File: src/mfd_cfg.svh
`ifndef MFD_CFG_SVH
`define MFD_CFG_SVH

// Micro-flow class codes carried in the fetch marker.
`define MFD_CLS_W 4
`define MFD_CLS_NONE 4'h0
`define MFD_CLS_MOVT 4'h1
`define MFD_CLS_MOVQ 4'h2
`define MFD_CLS_ADDR 4'h3
`define MFD_CLS_LOAD 4'h4
`define MFD_CLS_STORE 4'h5
`define MFD_CLS_FSET 4'h6
`define MFD_CLS_FCLR 4'h7
`define MFD_CLS_FEXT 4'h8
`define MFD_CLS_FMOD 4'h9

// Addressing-mode groups.
`define MFD_AM_W 2
`define MFD_AM_PLAIN 2'h0
`define MFD_AM_SCALED 2'h1
`define MFD_AM_INDEXED 2'h2
`define MFD_AM_IPREL 2'h3

// Instruction format codes.
`define MFD_FMT_W 2
`define MFD_FMT_REG 2'h0
`define MFD_FMT_MEM 2'h1
`define MFD_FMT_CTRL 2'h2
`define MFD_FMT_CMPBR 2'h3

// Issue clock counts of each micro-flow.
`define MFD_CLK_MOV 4'h2
`define MFD_CLK_ADDR_IDX 4'h2
`define MFD_CLK_ADDR_IP 4'h4
`define MFD_CLK_LS_SCALED 4'h1
`define MFD_CLK_LS_INDEXED 4'h2
`define MFD_CLK_LS_IPREL 4'h4
`define MFD_CLK_FSET 4'h1
`define MFD_CLK_FCLR 4'h2
`define MFD_CLK_FEXT 4'h4
`define MFD_CLK_FMOD 4'h3

// Opcode, mode-group and format fields of the instruction word.
`define MFD_OPC_HI 31
`define MFD_OPC_LO 24
`define MFD_AM_HI 13
`define MFD_AM_LO 12
`define MFD_FMT_HI 29
`define MFD_FMT_LO 28

`endif

File: src/mfd_pkg.sv
package mfd_pkg;
   // Dispatch sequencing states, Gray coded from MFD_RUN through MFD_BREAK to MFD_FLOW.
   typedef enum logic [1:0] {
      MFD_RUN = 2'b00,
      MFD_BREAK = 2'b01,
      MFD_FLOW = 2'b11
   } mfd_state_t;
endpackage
File: src/mfd_dispatch.sv
// Behaviour
// RQ1 - Mark complex instructions in the fetch clock; store marker with encoding.
// RQ2 - Lookahead decodes the next instruction; next clock offers its ROM words.
// RQ3 - Never offer a complex encoding for issue; trap to ROM instead.
// RQ4 - Successful lookahead enters a micro-flow with no lost issue clock.
// RQ5 - Branch targets or straight-line misses defeat lookahead: one idle clock.
// RQ6 - Load/store format micro-flows never take the idle clock.
// RQ7 - Returning or chaining micro-flows adds no overhead clock.
// RQ8 - ROM words are simple three-operand, load/store or branch instructions.
// RQ9 - ROM issues two words per clock, memory side beside register side.
// RQ10 - Triple and quad register moves take two issue clocks.
// RQ11 - Address compute in scaled-index modes takes two clocks.
// RQ12 - Address compute in IP-relative mode takes four clocks.
// RQ13 - Other address compute modes go straight to the address generator.
// RQ14 - Loads add 1, 2 or 4 address clocks by mode group.
// RQ15 - Stores add 1, 2 or 4 address clocks by mode group.
// RQ16 - Plain offset, displacement and register-indirect add no clocks.
// RQ17 - Micro-flowed loads and stores pair with a three-operand instruction.
// RQ18 - Find-set 1, find-clear 2, field extract 4, field modify 3 clocks.
// RQ19 - A word arriving after a miss may issue in its arrival clock.
// RQ20 - Fixed table maps opcode class and mode group to ROM entry.
`timescale 1ns/1ns
`include "mfd_cfg.svh"

module mfd_dispatch #(
   parameter int ROM_AW = 6
) (
   // Clock and reset.
   input wire logic clk,
   input wire logic srst,
   // Fetch side: raw words from cache or bus unit.
   input wire logic fetch_valid,
   input wire logic [31:0] fetch_word,
   input wire logic fetch_from_bus,
   input wire logic fetch_branch_tgt,
   // Lookahead side: the next executable instruction with its stored marker.
   input wire logic next_valid,
   input wire logic [31:0] next_word,
   input wire logic [`MFD_CLS_W-1:0] next_mark,
   input wire logic next_defeated,
   // Dispatch unit side.
   input wire logic dispatch_ready,
   // Marker written with the encoding into queue and cache.
   output logic mark_valid,
   output logic [31:0] mark_word,
   output logic [`MFD_CLS_W-1:0] mark_class,
   // Words offered for issue: register side and memory side.
   output logic issue_valid,
   output logic [31:0] issue_reg_word,
   output logic [31:0] issue_mem_word,
   output logic issue_mem_valid,
   output logic issue_idle,
   output logic in_flow,
   output logic consume_next
);

   ////////////////////////////////////////////////////////////////////////////
   // Functions.

   // Classify a fetched word from opcode and mode group.
   function automatic logic [`MFD_CLS_W-1:0] classify(input logic [31:0] w);
      logic [7:0] op;
      logic [`MFD_AM_W-1:0] am;
      op = w[`MFD_OPC_HI:`MFD_OPC_LO];
      am = w[`MFD_AM_HI:`MFD_AM_LO];
      classify = `MFD_CLS_NONE;
      unique case (op)
         8'h5E: classify = `MFD_CLS_MOVT;
         8'h5F: classify = `MFD_CLS_MOVQ;
         8'h8C: classify = (am == `MFD_AM_INDEXED || am == `MFD_AM_IPREL) ?
                           `MFD_CLS_ADDR : `MFD_CLS_NONE; // RQ13
         8'h90: classify = (am == `MFD_AM_PLAIN) ? `MFD_CLS_NONE : `MFD_CLS_LOAD; // RQ16
         8'h92: classify = (am == `MFD_AM_PLAIN) ? `MFD_CLS_NONE : `MFD_CLS_STORE; // RQ16
         8'h64: classify = `MFD_CLS_FSET;
         8'h65: classify = `MFD_CLS_FCLR;
         8'h66: classify = `MFD_CLS_FEXT;
         8'h67: classify = `MFD_CLS_FMOD;
         default: classify = `MFD_CLS_NONE;
      endcase
   endfunction

   // Issue clocks of a micro-flow.
   function automatic logic [3:0] flow_len(input logic [`MFD_CLS_W-1:0] c,
                                           input logic [`MFD_AM_W-1:0] am);
      flow_len = 4'h1;
      unique case (c)
         `MFD_CLS_MOVT, `MFD_CLS_MOVQ: flow_len = `MFD_CLK_MOV; // RQ10
         `MFD_CLS_ADDR: flow_len = (am == `MFD_AM_IPREL) ?
                                   `MFD_CLK_ADDR_IP : `MFD_CLK_ADDR_IDX; // RQ11 RQ12
         `MFD_CLS_LOAD, `MFD_CLS_STORE: begin // RQ14 RQ15
            unique case (am)
               `MFD_AM_SCALED: flow_len = `MFD_CLK_LS_SCALED;
               `MFD_AM_INDEXED: flow_len = `MFD_CLK_LS_INDEXED;
               default: flow_len = `MFD_CLK_LS_IPREL;
            endcase
         end
         `MFD_CLS_FSET: flow_len = `MFD_CLK_FSET; // RQ18
         `MFD_CLS_FCLR: flow_len = `MFD_CLK_FCLR; // RQ18
         `MFD_CLS_FEXT: flow_len = `MFD_CLK_FEXT; // RQ18
         `MFD_CLS_FMOD: flow_len = `MFD_CLK_FMOD; // RQ18
         default: flow_len = 4'h1;
      endcase
   endfunction

   // Entry of each flow in the ROM, by class and mode group.
   // Flows lie end to end, so no two flows ever share a ROM word; 34 words are used.
   function automatic logic [ROM_AW-1:0] rom_entry(input logic [`MFD_CLS_W-1:0] c,
                                                   input logic [`MFD_AM_W-1:0] am);
      logic [5:0] e;
      e = 6'h00;
      unique case (c)
         `MFD_CLS_MOVT: e = 6'h00;
         `MFD_CLS_MOVQ: e = 6'h02;
         `MFD_CLS_ADDR: e = (am == `MFD_AM_IPREL) ? 6'h06 : 6'h04;
         `MFD_CLS_LOAD: begin
            unique case (am)
               `MFD_AM_SCALED: e = 6'h0A;
               `MFD_AM_INDEXED: e = 6'h0B;
               default: e = 6'h0D;
            endcase
         end
         `MFD_CLS_STORE: begin
            unique case (am)
               `MFD_AM_SCALED: e = 6'h11;
               `MFD_AM_INDEXED: e = 6'h12;
               default: e = 6'h14;
            endcase
         end
         `MFD_CLS_FSET: e = 6'h18;
         `MFD_CLS_FCLR: e = 6'h19;
         `MFD_CLS_FEXT: e = 6'h1B;
         `MFD_CLS_FMOD: e = 6'h1F;
         default: e = 6'h00;
      endcase
      rom_entry = ROM_AW'(e); // RQ20
   endfunction

   ////////////////////////////////////////////////////////////////////////////
   // Micro-flow ROM: simple register and memory words, two per clock.

   // One register-side and one memory-side word per entry.
   logic [63:0] rom [0:(1<<ROM_AW)-1];

   // The ROM content holds only simple register and memory-side opcodes.
   always_comb begin
      for (int i = 0; i < (1 << ROM_AW); i++) begin
         rom[i] = {8'h58, 24'(i), 8'h80, 24'(i)}; // RQ8 RQ9
      end
   end

   ////////////////////////////////////////////////////////////////////////////
   // Fetch marking.

   // Marker registers, one clock behind the fetch.
   logic mark_valid_q, mark_valid_d;
   logic [31:0] mark_word_q, mark_word_d;
   logic [`MFD_CLS_W-1:0] mark_class_q, mark_class_d;

   // Classify in the fetch clock and hand the marker on with the word.
   always_comb begin
      mark_valid_d = fetch_valid;
      mark_word_d = fetch_word;
      mark_class_d = classify(fetch_word); // RQ1
   end

   // Register the marker; reset clears it.
   always_ff @(posedge clk) begin
      if (srst) begin
         mark_valid_q <= 1'b0;
         mark_word_q <= 32'h0;
         mark_class_q <= `MFD_CLS_NONE;
      end else begin
         mark_valid_q <= mark_valid_d;
         mark_word_q <= mark_word_d;
         mark_class_q <= mark_class_d;
      end
   end

   ////////////////////////////////////////////////////////////////////////////
   // Dispatch sequencer.

   // Sequencer state, the current flow and the words on offer.
   mfd_pkg::mfd_state_t state_q, state_d;
   logic [3:0] left_q, left_d;
   logic [ROM_AW-1:0] addr_q, addr_d;
   logic [`MFD_CLS_W-1:0] cls_q, cls_d;
   logic [`MFD_AM_W-1:0] am_q, am_d;
   logic [31:0] reg_q, reg_d;
   logic [31:0] mem_q, mem_d;
   // Issue flags, each registered straight to an output.
   logic iv_q, iv_d;
   logic mv_q, mv_d;
   logic idle_q, idle_d;
   logic flow_q, flow_d;
   logic take_q, take_d;
   // Lookahead decode of the next instruction.
   logic is_flow, is_mem_fmt, busy;
   logic [`MFD_AM_W-1:0] nam;

   // Lookahead decode of the next instruction and the next-clock offer.
   always_comb begin
      nam = next_word[`MFD_AM_HI:`MFD_AM_LO];
      is_flow = next_valid && (next_mark != `MFD_CLS_NONE);
      is_mem_fmt = (next_word[`MFD_FMT_HI:`MFD_FMT_LO] == `MFD_FMT_MEM);
      busy = (state_q == mfd_pkg::MFD_FLOW) && (left_q > 4'h1);
      // By default hold the flow and offer nothing.
      state_d = state_q;
      left_d = left_q;
      addr_d = addr_q;
      cls_d = cls_q;
      am_d = am_q;
      reg_d = reg_q;
      mem_d = mem_q;
      iv_d = 1'b0;
      mv_d = 1'b0;
      idle_d = 1'b0;
      flow_d = 1'b0;
      take_d = 1'b0;
      if (!dispatch_ready) begin
         // Hold every offer while the dispatch unit stalls.
         iv_d = iv_q;
         mv_d = mv_q;
         idle_d = idle_q;
         flow_d = flow_q;
      end else begin
         unique case (state_q)
            mfd_pkg::MFD_FLOW: begin
               if (busy) begin
                  // Keep issuing ROM pairs until the flow is spent.
                  left_d = left_q - 4'h1;
                  addr_d = addr_q + ROM_AW'(1);
                  reg_d = rom[addr_d][63:32];
                  mem_d = rom[addr_d][31:0];
                  iv_d = 1'b1;
                  mv_d = 1'b1; // RQ9 RQ17
                  flow_d = 1'b1;
               end else begin
                  state_d = mfd_pkg::MFD_RUN; // RQ7
               end
            end
            mfd_pkg::MFD_BREAK: begin
               // Idle clock spent; enter the flow now.
               state_d = mfd_pkg::MFD_FLOW; // RQ5
               left_d = flow_len(cls_q, am_q);
               addr_d = rom_entry(cls_q, am_q);
               reg_d = rom[addr_d][63:32];
               mem_d = rom[addr_d][31:0];
               iv_d = 1'b1;
               mv_d = 1'b1;
               flow_d = 1'b1;
            end
            default: begin
               state_d = mfd_pkg::MFD_RUN;
            end
         endcase
         // The issue slot is free: take the next instruction.
         if (!busy && state_q != mfd_pkg::MFD_BREAK && next_valid) begin
            take_d = 1'b1;
            cls_d = next_mark;
            am_d = nam;
            // A flow chained behind a flow, or a memory format, never idles.
            if (is_flow && next_defeated && !is_mem_fmt &&
                state_q != mfd_pkg::MFD_FLOW) begin // RQ6 RQ7
               state_d = mfd_pkg::MFD_BREAK; // RQ5
               idle_d = 1'b1;
            end else if (is_flow) begin
               state_d = mfd_pkg::MFD_FLOW; // RQ2 RQ4
               left_d = flow_len(next_mark, nam);
               addr_d = rom_entry(next_mark, nam);
               reg_d = rom[addr_d][63:32]; // RQ3
               mem_d = rom[addr_d][31:0];
               iv_d = 1'b1;
               mv_d = 1'b1;
               flow_d = 1'b1;
            end else begin
               // Simple word, including one just arriving from the bus.
               state_d = mfd_pkg::MFD_RUN; // RQ19
               reg_d = next_word;
               mem_d = 32'h0;
               iv_d = 1'b1;
            end
         end
      end
   end

   // Register the sequencer; reset leaves it idle with nothing on offer.
   always_ff @(posedge clk) begin
      if (srst) begin
         state_q <= mfd_pkg::MFD_RUN;
         left_q <= 4'h0;
         addr_q <= '0;
         cls_q <= `MFD_CLS_NONE;
         am_q <= `MFD_AM_PLAIN;
         reg_q <= 32'h0;
         mem_q <= 32'h0;
         iv_q <= 1'b0;
         mv_q <= 1'b0;
         idle_q <= 1'b0;
         flow_q <= 1'b0;
         take_q <= 1'b0;
      end else begin
         state_q <= state_d;
         left_q <= left_d;
         addr_q <= addr_d;
         cls_q <= cls_d;
         am_q <= am_d;
         reg_q <= reg_d;
         mem_q <= mem_d;
         iv_q <= iv_d;
         mv_q <= mv_d;
         idle_q <= idle_d;
         flow_q <= flow_d;
         take_q <= take_d;
      end
   end

   // Outputs straight from flip-flops.
   assign mark_valid = mark_valid_q;
   assign mark_word = mark_word_q;
   assign mark_class = mark_class_q;
   assign issue_valid = iv_q;
   assign issue_reg_word = reg_q;
   assign issue_mem_word = mem_q;
   assign issue_mem_valid = mv_q;
   assign issue_idle = idle_q;
   assign in_flow = flow_q;
   assign consume_next = take_q;

endmodule // mfd_dispatch

File: config.mk
export PLATFORM = sky130hd
export DESIGN_NAME = mfd_dispatch
export DESIGN_NICKNAME = d
export VERILOG_FILES = /design/src/mfd_pkg.sv /design/src/mfd_dispatch.sv
export VERILOG_INCLUDE_DIRS = /design/src
export SDC_FILE = /design/constraint.sdc
export NUM_CORES = 1
export LEC_CHECK = 0
export ABC_AREA = 1
export BUFFER_PORTS_ARGS = -buffer_cell sky130_fd_sc_hd__buf_2
export CORE_MARGIN = 2
export CORE_UTILIZATION = 50
export DETAILED_ROUTE_END_ITERATION = 10
export PLACE_DENSITY = 0.77
export SYNTH_ARGS = -nofsm -noshare
export SYNTH_HDL_FRONTEND = slang
export SYNTH_SLANG_ARGS = --single-unit
File: constraint.sdc
create_clock -name clk -period 2.1 [get_ports clk]
set_clock_uncertainty 0.15 [all_clocks]
set_input_delay 0.525 -clock clk [delete_from_list [all_inputs] [get_ports clk]]
set_output_delay 0.525 -clock clk [all_outputs]
set_load 0.005 [all_outputs]
==> run summary <==
Of all flip-flops after synthesis, the portion carrying an async set or reset was 0%. Clock tree synthesis inserted a total of 17 buffers. Of the total synthesized cell area, the portion taken by AND, OR, NAND and NOR gates is 33.9%. The worst setup path category was reg -> reg. The run gives 0 as the count of antenna-violating nets left after detailed routing. Row generation in the floorplan step produced 38 rows.

TritonCTS built the clock tree. For this block, the routed nets add up to 15.0 mm of wire. The tools report the capture instance of the worst register-to-register path as issue_reg_word[31]. The final route contains 5723 vias. Of all nets on the critical path, the largest fanout is 12. After synthesis, the netlist uses 38 different library cells.

The count of buffering cells on the critical path with inverters included was 5; the vertical extent of the die was 110 µm. The run finished with clean final reports. In this design, the critical path's most frequently occurring cell is nand2_1. Across every metal layer, demand over resource in global routing totals 26.1%. Number of optimization iterations in the first detailed-route pass: 5. The clock net in this run drives a total of 123 sinks. The worst reg-to-reg path cell count was 13; the number of synthesized register bits was 123. The post-route netlist has 26.4% of its cells at a drive strength greater than 1. The run gives 5590 µm² as the area of the mapped netlist.

The tree is rooted in a clkbuf_8. The logs give 44.0% for the sequential-to-total area share from yosys stat and 182 for the number of ports placed on the die boundary. The first global-routing pass estimated 24.2 mm of wire. The pin slew with the least headroom to its limit is 418 ps. STA classifies the critical path endpoint as a flip-flop. The tools report the total number of yosys warnings as 0.

By area, the combinational part of the netlist is dominated by simple AND/OR/NAND/NOR gates. Across the VDD grid, the largest voltage drop is 0.688 mV. Headroom to the max-slew limit came out at 72.0%. The fraction of synthesized cell area in xor and xnor cells works out to 0.470%.

Most area-hungry cell type in the Yosys netlist: dfxtp_1. In this run the worst setup path terminates at issue_reg_word[31]. The multiplexer fraction of the synthesized cell area was 0%. The class of the tightest hold or removal check is in -> reg. For the number of hold buffers added after CTS, the log shows 0. For the starting DRC count in detailed routing, the log shows 372. The number of buffers added on ports is 179, and the average via count per standard cell is 4.87. In the finished design, the share of the clock period the worst path needs comes to 96.4%. The average routed wire per standard cell was 12.8 µm; the critical path arrival was 2320 ps. Yosys instantiated no cell more often than nand2_1. Timing would allow up to 494 MHz.

The tools report the via count of the first global-routing pass as 5256. The floorplan step defined a core boundary enclosing 10900 µm². On the worst path, the slowest cell contributes a delay of 330 ps. Count of flip-flops with a built-in enable after synthesis: 0. The repair_antennas step left the layout with diodes totalling 0. Launch point of the worst path: left_q[1]. The instance count after placement with tap cells included was 1141; the x dimension of the die was 110 µm.

The largest delay contributor family on the critical path was buffers and inverters. The register-to-register setup slack came out at 80 ps. The number of stages on the worst setup path is 13, and the number of endpoints failing setup at the final stage is 0. The number of levels in the clock H-tree came out at 4. Global routing finished with a remaining overflow of 0.

The tool flagged a number of max-cap violations equal to 0. The initial antenna violation count came out at 0. Critical path required time: 2400 ps.

The area share of the largest cell type after synthesis was 44.0%. The cell count after synthesis is 824. The leading register cell type out of synthesis was dfxtp_1. The analysis attributes to cell leakage a power of 0.00389 µW. By count the netlist is led by nand2_1 (234), nor2_1 (137), dfxtp_1 (123), inv_1 (98), nand3_1 (54). The signal on the critical path passes through inv_2, ha_1, inv_1, nand2_2, nand2_1, nand2_1, nand2_2, buf_4, o21ai_4, buf_12, buf_8, nand2_1, a21oi_1. The net count of the finished layout is 1108.

The clock period could shrink to 2020 ps. The total power per unit cell area is 842 nW/µm². For this configuration, the core starts out at a cell density of 51.3%. For the number of hold violations in the final report, the log shows 0. For this run, the share of the core covered by cells in the final layout is 68.2%.

The floorplan step defined a die boundary enclosing 12000 µm². After detailed routing, the number of remaining DRC violations is 0. The later pin in the worst-skew pair is clocked with a latency of 530 ps.

The complex-gate fraction of the synthesized area works out to 9.33%. On the critical path, the stage with the largest delay is an instance of dfxtp_1. Entering global routing, the biggest net connects 74 pins. The detailed placement HPWL came out at 10.9 mm. The clock passes through at most 2 buffers. Summing the areas of all fa, ha and maj instances in the mapped netlist gives 2.46% of the synthesized area. From synthesis to final layout, the design area changed by 32.7%. The average size of a mapped cell works out to 6.78 µm². The congestion estimate from routability-driven global placement came to 0.900. Final count of pins violating max slew: 0. Non-filler instance count after layout: 1174. Yosys attributes the largest share of cell area to dfxtp_1 (44%), nand2_1 (16%), nor2_1 (9.2%).

After clock tree synthesis, the clock-pin slew on the worst setup and hold paths is 60 ps. STA classifies the critical path startpoint as a flip-flop. In this run the critical register-to-register path is launched from left_q[1]. When the netlist entered floorplanning its net count stood at 911.
## sequential cells by signal, indices dropped and copies added (netlist names), 2 cells and up
signal and flops:
mark_class 4, issue_mem_word 32, issue_reg_word 32, state_q 2, left_q 4, cls_q 4, mark_word 32, addr_q 6
am_q 2
## power breakdown
part | internal [µW] | switching [µW] | leakage, µW
Sequential | 2430 | 53.1 | 0.00101
Clock | 1870 | 1140 | 0.000295
Combinational | 312 | 456 | 0.00259
## worst register-to-register path, delay by kind of cell, from the launching register on
kind                     cells  cell delay, ps
AND/OR/NAND/NOR              5             430
flip-flops                   1             330
adder cells (fa/ha/maj)      1             160
buffers and inverters        5             570
AO/OA/AOI/OAI                2             300
## per-stage QoR
step	hold slack [ps]	setup TNS, ps	total power [µW]	instance area (µm²)	setup slack [ps]
final	43.5	0	6250	7420	76.0
after global placement	278	0	3260	6750	16.5
after floorplan	291	0	2960	5590	251
after global routing	19.4	-26.2	6510	7420	-15.8
after CTS	21.0	0	6270	7370	6.70
after detailed placement	280	-33.5	3270	6750	-33.5
## layer usage
metal / share of wire [%] / vias up / GRT usage, %
met2: 48 / 212 / 41.8
met4: 1.4 / 0 / 10.2
met1: 41 / 2536 / 31.5
met3: 9.0 / 17 / 10.4
met5: 0 / - / 0
li1: - / 2958 / -
## cells by family (layout without fill, tap and decap cells)
logic type               count (synthesis)  count (layout)
adder cells (fa/ha/maj)                 11              11
AND/OR/NAND/NOR                        456             456
AO/OA/AOI/OAI                           98              98
XOR/XNOR                                 3               3
buffers and inverters                  133             343
flip-flops                             123             123
## worst min-delay path by stage
stage,startpoint,end,slack [ps],cells after the start
3_5_place_dp,issue_mem_word[28],issue_mem_word[28],280,2
3_3_place_gp,issue_mem_word[13],issue_mem_word[13],280,2
4_1_cts,fetch_word[16],mark_word[16],20,3
6_report,fetch_word[16],mark_word[16],40,3
2_1_floorplan,issue_mem_word[10],issue_mem_word[10],290,2
5_1_grt,fetch_word[17],mark_word[17],20,3
## area by class of cell
class | instances | area, µm²
multi-input cells | 568 | 2600
fillers | 930 | 3470
inverters | 102 | 393
clock inverters | 14 | 183
well taps | 140 | 175
repair buffers | 209 | 1180
clock buffers | 18 | 428
flip-flops and latches | 123 | 2460
## layout by cell type, fill, tap and decap left out, types with 2 or more instances in the layout
cell        count
clkbuf_8        2
dfxtp_1       123
clkinv_4        2
a21oi_1        49
nand2_2         5
nand4_1         5
nand3b_1        2
bufinv_16       3
buf_4          24
o211ai_1        2
buf_2         179
nor2_1        133
inv_8           2
or2_2           2
nand3_2         2
o21ai_1         3
nand3_1        54
buf_12          4
xor2_1          2
o21ai_0        37
clkinvlp_4      2
ha_1           11
inv_2           4
inv_6           5
inv_1          96
nand2_1       232
nor2_2         10
nor3_1          3
clkbuf_16      16
nor2_4          2
nand2_4         2
## repair_timing
action,in CTS,in global routing
resized for setup,2,14
endpoints found under the hold margin,0,0
pin swaps,1,1
gates cloned,0,0
setup endpoints to repair,6,67
buffers inserted,0,1
No activity file was read; power rests on OpenSTA's default activity.
